## config.mk

```make
export PLATFORM = sky130hd
export DESIGN_NAME = vbp_passthrough
export DESIGN_NICKNAME = d
export VERILOG_FILES = /design/src/logic/vbp_pkg.sv /design/src/logic/vbp_passthrough.sv
export SDC_FILE = /design/constraint.sdc
export NUM_CORES = 1
export LEC_CHECK = 0
export BUFFER_PORTS_ARGS = -buffer_cell sky130_fd_sc_hd__buf_2
export CAP_MARGIN = 20
export CORE_UTILIZATION = 45
export DETAILED_ROUTE_END_ITERATION = 16
export PLACE_DENSITY = 0.74
export RECOVER_POWER = 50
export SETUP_SLACK_MARGIN = 0.05
export SLEW_MARGIN = 30
export SYNTH_ARGS = -nofsm -noshare
export SYNTH_HDL_FRONTEND = slang
export SYNTH_SLANG_ARGS = --single-unit
```

## constraint.sdc

```tcl
create_clock -name clk_sys -period 7.6 [get_ports clk_sys]
set_input_delay 2.28 -clock clk_sys [delete_from_list [all_inputs] [get_ports clk_sys]]
set_output_delay 2.28 -clock clk_sys [all_outputs]
set_load 0.02 [all_outputs]
```

## src/logic/vbp_pkg.sv

```systemverilog
package vbp_pkg;

  // ----------------------------------------------------------------
  // Rates and nominal counts
  // ----------------------------------------------------------------
  localparam int unsigned CLK_SYS_HZ = 40_000_000;
  localparam int unsigned NTSC_8FSC_HZ = 28_636_360;
  localparam int unsigned PAL_8FSC_HZ = 35_468_950;
  localparam int unsigned NTSC_LINE_WORDS = 845;
  localparam int unsigned PAL_LINE_WORDS = 1070;
  localparam int unsigned NTSC_FRAME_WORDS = 910;
  localparam int unsigned PAL_FRAME_WORDS = 1135;

  // ----------------------------------------------------------------
  // Register map
  // ----------------------------------------------------------------
  localparam logic [7:0] REG_CTRL_ONE = 8'h16;
  localparam logic [7:0] REG_VSKIP_LO = 8'h18;
  localparam logic [7:0] REG_VSKIP_HI = 8'h19;
  localparam logic [7:0] REG_PORT_CFG = 8'h1a;
  localparam logic [7:0] REG_STATUS = 8'h1b;
  localparam int CTRL_LINE_EN_BIT = 0;
  localparam int CTRL_BYTE_ORDER_BIT = 1;
  localparam int CTRL_FRAME_EN_BIT = 2;
  localparam int PORT_NARROW_BIT = 0;
  localparam logic [7:0] CTRL_ONE_RST = 8'h00;
  localparam logic [9:0] VSKIP_RST = 10'h016;
  localparam logic [7:0] PORT_CFG_RST = 8'h00;

  // ----------------------------------------------------------------
  // Line numbers and blue field
  // ----------------------------------------------------------------
  localparam logic [9:0] FIRST_RAW_LINE = 10'h00a;
  localparam logic [7:0] BLUE_Y = 8'h29;
  localparam logic [7:0] BLUE_CB = 8'hf0;
  localparam logic [7:0] BLUE_CR = 8'h6e;

  // ----------------------------------------------------------------
  // Types
  // ----------------------------------------------------------------
  typedef enum logic [1:0] {MODE_DECODED, MODE_LINE, MODE_FRAME} vbp_mode_t;

  typedef struct packed {
    logic horizontal_sync_marker_n;
    logic vertical_sync_marker_n;
    logic field;
    logic line_active;
    logic pixel_valid;
    logic [15:0] data;
  } vbp_dec_t;

  typedef struct packed {
    logic [15:0] pixel_data_bus;
    logic pixel_qualifier;
    logic line_active_flag;
    logic vertical_active_qualifier;
    logic horizontal_sync_marker_n;
    logic vertical_sync_marker_n;
    logic field;
    logic qualified_pixel_clock;
  } vbp_pix_t;

endpackage

```

## src/logic/vbp_passthrough.sv

```systemverilog
// The address-and-strobe port was left to the implementer.
`timescale 1ns/1ps
module vbp_passthrough (
  input wire logic clk_sys,
  input wire logic rst_n,
  input wire logic [7:0] reg_addr,
  input wire logic [7:0] reg_wdata,
  input wire logic reg_wr,
  input wire logic reg_rd,
  output logic [7:0] reg_rdata,
  input wire logic sample_clock_4fsc,
  input wire logic sample_clock_8fsc,
  input wire logic [7:0] raw_sample,
  input wire logic input_signal_present,
  input wire vbp_pkg::vbp_dec_t dec_in,
  output vbp_pkg::vbp_pix_t pix_out
);

  // ----------------------------------------------------------------
  // Sample clock synchronisers
  // ----------------------------------------------------------------
  logic clk4_m_q;
  logic clk4_s_q;
  logic clk4_p_q;
  logic clk8_m_q;
  logic clk8_s_q;

  always_ff @(posedge clk_sys) begin
    if (!rst_n) begin
      clk4_m_q <= 1'b0;
      clk4_s_q <= 1'b0;
      clk4_p_q <= 1'b0;
      clk8_m_q <= 1'b0;
      clk8_s_q <= 1'b0;
    end else begin
      clk4_m_q <= sample_clock_4fsc;
      clk4_s_q <= clk4_m_q;
      clk4_p_q <= clk4_s_q;
      clk8_m_q <= sample_clock_8fsc;
      clk8_s_q <= clk8_m_q;
    end
  end

  logic tick4_rise;
  logic tick4_fall;
  assign tick4_rise = clk4_s_q & ~clk4_p_q;
  assign tick4_fall = ~clk4_s_q & clk4_p_q;

  // ----------------------------------------------------------------
  // Register file
  // ----------------------------------------------------------------
  logic [7:0] ctrl_q;
  logic [7:0] ctrl_d;
  logic [9:0] vskip_q;
  logic [9:0] vskip_d;
  logic [7:0] port_q;
  logic [7:0] port_d;
  logic [7:0] rdata_q;
  logic [7:0] rdata_d;
  logic [7:0] status_w;

  always_comb begin
    ctrl_d = ctrl_q;
    vskip_d = vskip_q;
    port_d = port_q;
    rdata_d = 8'h00;
    if (reg_wr) begin
      case (reg_addr)
        vbp_pkg::REG_CTRL_ONE: begin
          ctrl_d = reg_wdata;
        end
        vbp_pkg::REG_VSKIP_LO: begin
          vskip_d[7:0] = reg_wdata;
        end
        vbp_pkg::REG_VSKIP_HI: begin
          vskip_d[9:8] = reg_wdata[1:0];
        end
        vbp_pkg::REG_PORT_CFG: begin
          port_d = reg_wdata;
        end
        default: begin
          ctrl_d = ctrl_q;
        end
      endcase
    end
    if (reg_rd) begin
      case (reg_addr)
        vbp_pkg::REG_CTRL_ONE: rdata_d = ctrl_q;
        vbp_pkg::REG_VSKIP_LO: rdata_d = vskip_q[7:0];
        vbp_pkg::REG_VSKIP_HI: rdata_d = {6'h00, vskip_q[9:8]};
        vbp_pkg::REG_PORT_CFG: rdata_d = port_q;
        vbp_pkg::REG_STATUS: rdata_d = status_w;
        default: rdata_d = 8'h00;
      endcase
    end
  end

  always_ff @(posedge clk_sys) begin
    if (!rst_n) begin
      ctrl_q <= vbp_pkg::CTRL_ONE_RST;
      vskip_q <= vbp_pkg::VSKIP_RST;
      port_q <= vbp_pkg::PORT_CFG_RST;
      rdata_q <= 8'h00;
    end else begin
      ctrl_q <= ctrl_d;
      vskip_q <= vskip_d;
      port_q <= port_d;
      rdata_q <= rdata_d;
    end
  end

  assign reg_rdata = rdata_q;

  // ----------------------------------------------------------------
  // Mode selection
  // ----------------------------------------------------------------
  vbp_pkg::vbp_mode_t mode;
  logic order_swap;
  logic narrow;

  always_comb begin
    if (ctrl_q[vbp_pkg::CTRL_FRAME_EN_BIT]) begin
      mode = vbp_pkg::MODE_FRAME;
    end else if (ctrl_q[vbp_pkg::CTRL_LINE_EN_BIT]) begin
      mode = vbp_pkg::MODE_LINE;
    end else begin
      mode = vbp_pkg::MODE_DECODED;
    end
  end

  assign order_swap = ctrl_q[vbp_pkg::CTRL_BYTE_ORDER_BIT];
  assign narrow = port_q[vbp_pkg::PORT_NARROW_BIT];

  // ----------------------------------------------------------------
  // Line and field timing
  // ----------------------------------------------------------------
  logic hs_prev_q;
  logic vs_prev_q;
  logic start_pend_q;
  logic line_act_q;
  logic vpend_q;
  logic region_q;
  logic vact_q;
  logic [9:0] line_cnt_q;
  logic start_pend_d;
  logic line_act_d;
  logic vpend_d;
  logic region_d;
  logic vact_d;
  logic [9:0] line_cnt_d;
  logic hs_lead;
  logic hs_trail;
  logic vs_lead;
  logic vs_trail;
  logic line_start;
  logic raw_on;

  assign hs_lead = hs_prev_q & ~dec_in.horizontal_sync_marker_n;
  assign hs_trail = ~hs_prev_q & dec_in.horizontal_sync_marker_n;
  assign vs_lead = vs_prev_q & ~dec_in.vertical_sync_marker_n;
  assign vs_trail = ~vs_prev_q & dec_in.vertical_sync_marker_n;
  assign line_start = start_pend_q & tick4_rise;

  always_comb begin
    start_pend_d = start_pend_q;
    line_act_d = line_act_q;
    vpend_d = vpend_q;
    region_d = region_q;
    vact_d = vact_q;
    line_cnt_d = line_cnt_q;
    if (hs_trail) begin
      start_pend_d = 1'b1;
    end else if (line_start) begin
      start_pend_d = 1'b0;
      line_act_d = 1'b1;
    end
    if (hs_lead) begin
      line_act_d = 1'b0;
      start_pend_d = 1'b0;
      line_cnt_d = line_cnt_q + 10'h001;
      if (line_cnt_q + 10'h001 >= vskip_q && vs_prev_q && dec_in.vertical_sync_marker_n) begin
        vact_d = 1'b1;
      end
    end
    if (vs_lead) begin
      vact_d = 1'b0;
    end
    if (vs_trail) begin
      vpend_d = 1'b1;
      line_cnt_d = vbp_pkg::FIRST_RAW_LINE;
    end else if (line_start && vpend_q) begin
      vpend_d = 1'b0;
      region_d = 1'b1;
    end
    if (vact_d) begin
      region_d = 1'b0;
      vpend_d = 1'b0;
    end
  end

  always_ff @(posedge clk_sys) begin
    if (!rst_n) begin
      hs_prev_q <= 1'b1;
      vs_prev_q <= 1'b1;
      start_pend_q <= 1'b0;
      line_act_q <= 1'b0;
      vpend_q <= 1'b0;
      region_q <= 1'b0;
      vact_q <= 1'b0;
      line_cnt_q <= 10'h000;
    end else begin
      hs_prev_q <= dec_in.horizontal_sync_marker_n;
      vs_prev_q <= dec_in.vertical_sync_marker_n;
      start_pend_q <= start_pend_d;
      line_act_q <= line_act_d;
      vpend_q <= vpend_d;
      region_q <= region_d;
      vact_q <= vact_d;
      line_cnt_q <= line_cnt_d;
    end
  end

  assign raw_on = input_signal_present
    && (mode == vbp_pkg::MODE_FRAME || (mode == vbp_pkg::MODE_LINE && region_q));
  assign status_w = {4'h0, vact_q, region_q, raw_on, input_signal_present};

  // ----------------------------------------------------------------
  // Sample pairing
  // ----------------------------------------------------------------
  logic [7:0] first_q;
  logic [7:0] first_d;
  logic [15:0] pair_q;
  logic [15:0] pair_d;

  // Raw samples go straight from the converter, no filter stages
  always_comb begin
    first_d = first_q;
    pair_d = pair_q;
    if (tick4_fall) begin
      first_d = raw_sample;
    end
    if (tick4_rise) begin
      pair_d = {first_q, raw_sample};
    end
  end

  always_ff @(posedge clk_sys) begin
    if (!rst_n) begin
      first_q <= 8'h00;
      pair_q <= 16'h0000;
    end else begin
      first_q <= first_d;
      pair_q <= pair_d;
    end
  end

  // ----------------------------------------------------------------
  // Raw bus lanes
  // ----------------------------------------------------------------
  logic [15:0] raw_bus;
  logic raw_load;

  // No alignment delay; a pair is driven as soon as it completes
  always_comb begin
    raw_load = 1'b1;
    raw_bus = 16'h0000;
    if (!narrow && tick4_rise) begin
      if (order_swap) begin
        raw_bus = {raw_sample, first_q};
      end else begin
        raw_bus = {first_q, raw_sample};
      end
    end else if (narrow && tick4_rise) begin
      // Later sample of the new pair leads (earlier one when order_swap is set), its partner follows at the fall
      raw_bus[15:8] = order_swap ? first_q : raw_sample;
    end else if (narrow && tick4_fall) begin
      raw_bus[15:8] = order_swap ? pair_q[7:0] : pair_q[15:8];
    end else begin
      raw_load = 1'b0;
    end
  end

  // ----------------------------------------------------------------
  // Pixel port output
  // ----------------------------------------------------------------
  logic blue_ph_q;
  logic blue_ph_d;
  vbp_pkg::vbp_pix_t out_q;
  vbp_pkg::vbp_pix_t out_d;

  always_comb begin
    blue_ph_d = blue_ph_q;
    out_d = out_q;
    out_d.horizontal_sync_marker_n = dec_in.horizontal_sync_marker_n;
    out_d.vertical_sync_marker_n = dec_in.vertical_sync_marker_n;
    out_d.field = dec_in.field;
    if (raw_on) begin
      out_d.pixel_qualifier = 1'b1;
      out_d.qualified_pixel_clock = narrow ? clk8_s_q : clk4_s_q;
      if (mode == vbp_pkg::MODE_FRAME) begin
        out_d.line_active_flag = 1'b1;
        out_d.vertical_active_qualifier = 1'b1;
      end else begin
        out_d.line_active_flag = line_act_q;
        out_d.vertical_active_qualifier = vact_q;
      end
      if (raw_load) begin
        out_d.pixel_data_bus = raw_bus;
      end
    end else begin
      out_d.pixel_qualifier = dec_in.pixel_valid;
      out_d.qualified_pixel_clock = clk4_s_q & dec_in.pixel_valid;
      out_d.line_active_flag = dec_in.line_active;
      out_d.vertical_active_qualifier = vact_q;
      if (input_signal_present) begin
        out_d.pixel_data_bus = dec_in.data;
      end else begin
        if (dec_in.pixel_valid) begin
          blue_ph_d = ~blue_ph_q;
        end
        out_d.pixel_data_bus = blue_ph_q ? {vbp_pkg::BLUE_CR, vbp_pkg::BLUE_Y}
          : {vbp_pkg::BLUE_CB, vbp_pkg::BLUE_Y};
      end
    end
  end

  always_ff @(posedge clk_sys) begin
    if (!rst_n) begin
      blue_ph_q <= 1'b0;
      out_q.pixel_data_bus <= 16'h0000;
      out_q.pixel_qualifier <= 1'b0;
      out_q.line_active_flag <= 1'b0;
      out_q.vertical_active_qualifier <= 1'b0;
      out_q.horizontal_sync_marker_n <= 1'b1;
      out_q.vertical_sync_marker_n <= 1'b1;
      out_q.field <= 1'b0;
      out_q.qualified_pixel_clock <= 1'b0;
    end else begin
      blue_ph_q <= blue_ph_d;
      out_q <= out_d;
    end
  end

  assign pix_out = out_q;

endmodule

```

==> impl_metrics.py <==
metrics = {
    "worst_setup_path": {
        "rr_endpoint": "vpend_q",
        "reg2reg_setup_slack_ns": 4.81,
        "r2r_cells": 10,
        "worstPathRequired_ns": 7.88,
        "cp-end-kind": "register",
        "crit_start": "rst_n",
        "timing.rr.start": "line_cnt_q[0]",
        "cp-endpoint": "vpend_q",
        "worst-setup-path-type": "input port to register",
        "path_max_fanout": 59,
        "cp-start-kind": "input port",
        "arrival_ns": 5.06,
    },
    "drt": {
        "viasPerCell": 5.57,
        "route.detailed.drc": 0,
        "wl_per_cell_um": 15.3,
        "num_vias": 4270,
        "drtPass1Iterations": 5,
        "ant_nets": 0,
        "wl_um": 11700,
        "first_iter_violations": 201,
    },
    "synth": {
        "synthSimpleGateAreaFrac": 0.213,
        "synth_cell_types": 46,
        "syn_nets": 628,
        "synth_warnings": 0,
        "synth-edff-count": 0,
        "syn_inst": 565,
        "netlist_area_mm2": 0.00482,
        "synthAdderAreaFrac": 0.0286,
        "muxShareOfSynthArea": 0.0966,
        "synth_async_sr_flop_share": 0,
        "postSynthAreaPerCell_um2": 8.53,
        "synth_xor_xnor_area_share": 0.0325,
        "synth_seq_cells": 102,
        "synth_top_family_by_area": "simple AND/OR/NAND/NOR gates",
        "yosysSeqAreaShare": 0.424,
        "ys.flop_type": "dfxtp_1",
        "synth_compound_area_frac": 0.162,
    },
    "die": {
        "ios": 83,
        "die_w_um": 105,
        "rows": 37,
        "die_y_um": 105,
        "dieArea_mm2": 0.0111,
        "initial_utilization": 0.465,
        "core_area_mm2": 0.0104,
    },
    "hold_path": {
        "hp-class": "register to register",
    },
    "sta": {
        "fmaxAchievable_ghz": 0.209,
        "layout_setup_ws_ns": 2.82,
        "worst_pin_slew_ns": 2.07,
        "fin_worst_skew_ns": 0.00994,
        "hold_ws_ns": 0.448,
        "slew_violations": 60,
        "setup_viol": 0,
        "slew_headroom": -0.380,
        "period_needed_ns": 4.78,
        "finalCritPeriodShare": 0.630,
        "rsz0062_at_grt": "no",
        "hold_viol_final": 0,
        "setup_tns_ns": 0,
    },
    "status": {
        "status": "complete, but fails checks",
        "violations": "capacitance limit, slew limit",
    },
    "clock_tree": {
        "clk_latency_ns": 0.37,
        "cts.path.max_buffers": 2,
        "clk_pin_slew_ns": 0.10,
        "hold_buffers": 0,
        "cts_tree": "done",
        "post-cts-setup-buffer-count": 0,
        "cts_resized": 0,
        "htree_levels": 3,
        "cts_root_buf": "clkbuf_8",
        "numCtsBuffers": 9,
        "cts.sinks": 102,
    },
    "cells_and_area": {
        "fin_util": 0.521,
        "final_common_cell": "dfxtp_1",
        "layout.nets": 688,
        "num_antenna_cells": 0,
        "final_cell_mix": "dfxtp_1, nand2_1, nor2_1, buf_2, a21oi_1",
        "area_growth_pct": 12.1,
        "nFillCells": 1007,
        "final-seq-area_mm2": 0.00204,
        "fin_area_mm2": 0.00541,
        "drive_gt1_frac": 0.122,
        "stdcell_count": 766,
        "multi_input_area_mm2": 0.00257,
    },
    "placed_design": {
        "dpl.hpwl_um": 8430,
        "gp_congestion": 0.916,
        "place_ws_ns": 3.61,
        "placed_cells": 750,
        "place_area_mm2": 0.00525,
        "io_buffers": 82,
    },
    "power_and_ir_drop": {
        "power_mw": 0.977,
        "power_density_mw_per_mm2": 181,
        "ir_drop_uv": 103,
        "p_leak_nw": 2.09,
    },
    "global_routing": {
        "grt_pass1_vias": 4121,
        "grt_first_pass_wirelength_um": 19200,
        "track_usage": 0.216,
        "grt_start_max_net_pins": 60,
        "antenna_found_initial": 0,
        "gr-total-overflow": 0,
    },
    "job": {
        "cap_violations": 1,
    },
}
flip-flops by register name (all words and copies together) (netlist names), 8 cells and up:
name,cells
port_q,8
line_cnt_q,10
vskip_q,10
pix_out,23
reg_rdata,8
pair_q,16
first_q,8
ctrl_q,8
per-layer routing:
| layer | up-vias | routed length, um | track usage |
|---|---|---|---|
| met2 | 150 | 5720 | 0.364 |
| met3 | 16 | 644 | 0.0328 |
| met1 | 2031 | 5130 | 0.277 |
| met5 | - | 0 | 0 |
| met4 | 0 | 204 | 0.0873 |
| li1 | 2073 | - | - |
area by class of cell:
| cell class | instances | area share |
|---|---|---|
| repair buffers | 83 | 0.0699 |
| clock inverters | 4 | 0.00509 |
| inverters | 14 | 0.00972 |
| clock buffers | 12 | 0.0306 |
| flip-flops and latches | 102 | 0.378 |
| multi-input cells | 415 | 0.475 |
| well taps | 136 | 0.0315 |
cells in the mapped netlist, types with 9 or more instances:
| library cell | count | area [um^2] |
|---|---|---|
| mux2i_1 | 42 | 420 |
| nor2b_1 | 20 | 125 |
| and2_1 | 9 | 56.3 |
| a21boi_0 | 16 | 120 |
| inv_1 | 13 | 48.8 |
| nand2_1 | 96 | 360 |
| ha_1 | 11 | 138 |
| nand3_1 | 13 | 65.1 |
| o31ai_1 | 9 | 67.6 |
| xnor2_1 | 10 | 87.6 |
| o21ai_0 | 16 | 80.1 |
| a21oi_1 | 43 | 215 |
| nor2_1 | 50 | 188 |
| clkbuf_1 | 19 | 71.3 |
| dfxtp_1 | 102 | 2040 |
worst max-delay path, stage by stage:
cell and delay (ns):
clkbuf_1 1.45, inv_1 0.94, a211oi_1 0.37
report_power, final:
group	switching [mW]	internal, mW
clock	0.189	0.148
combinational	0.0520	0.0311
sequential	0.00953	0.547
total	0.251	0.726
cells by family (layout without fill, tap and decap cells):
family | after synthesis | in the layout
mux | 44 | 44
compound gates | 122 | 122
simple gates | 221 | 221
xor+xnor | 17 | 17
fa+ha+maj | 11 | 11
buf+inv | 48 | 113
flops | 102 | 102
how the worst min path moves through the flow:
| stage | start | to | cells past startpoint |
|---|---|---|---|
| finish | clk8_m_q | clk8_s_q | 1 |
| global route | clk8_m_q | clk8_s_q | 1 |
| CTS | clk4_m_q | clk4_s_q | 1 |
| detailed placement | clk4_m_q | clk4_s_q | 1 |
| global placement | clk4_m_q | clk4_s_q | 1 |
| floorplan | clk4_m_q | clk4_s_q | 1 |
Note: power is estimated with default switching activity, not from simulation.
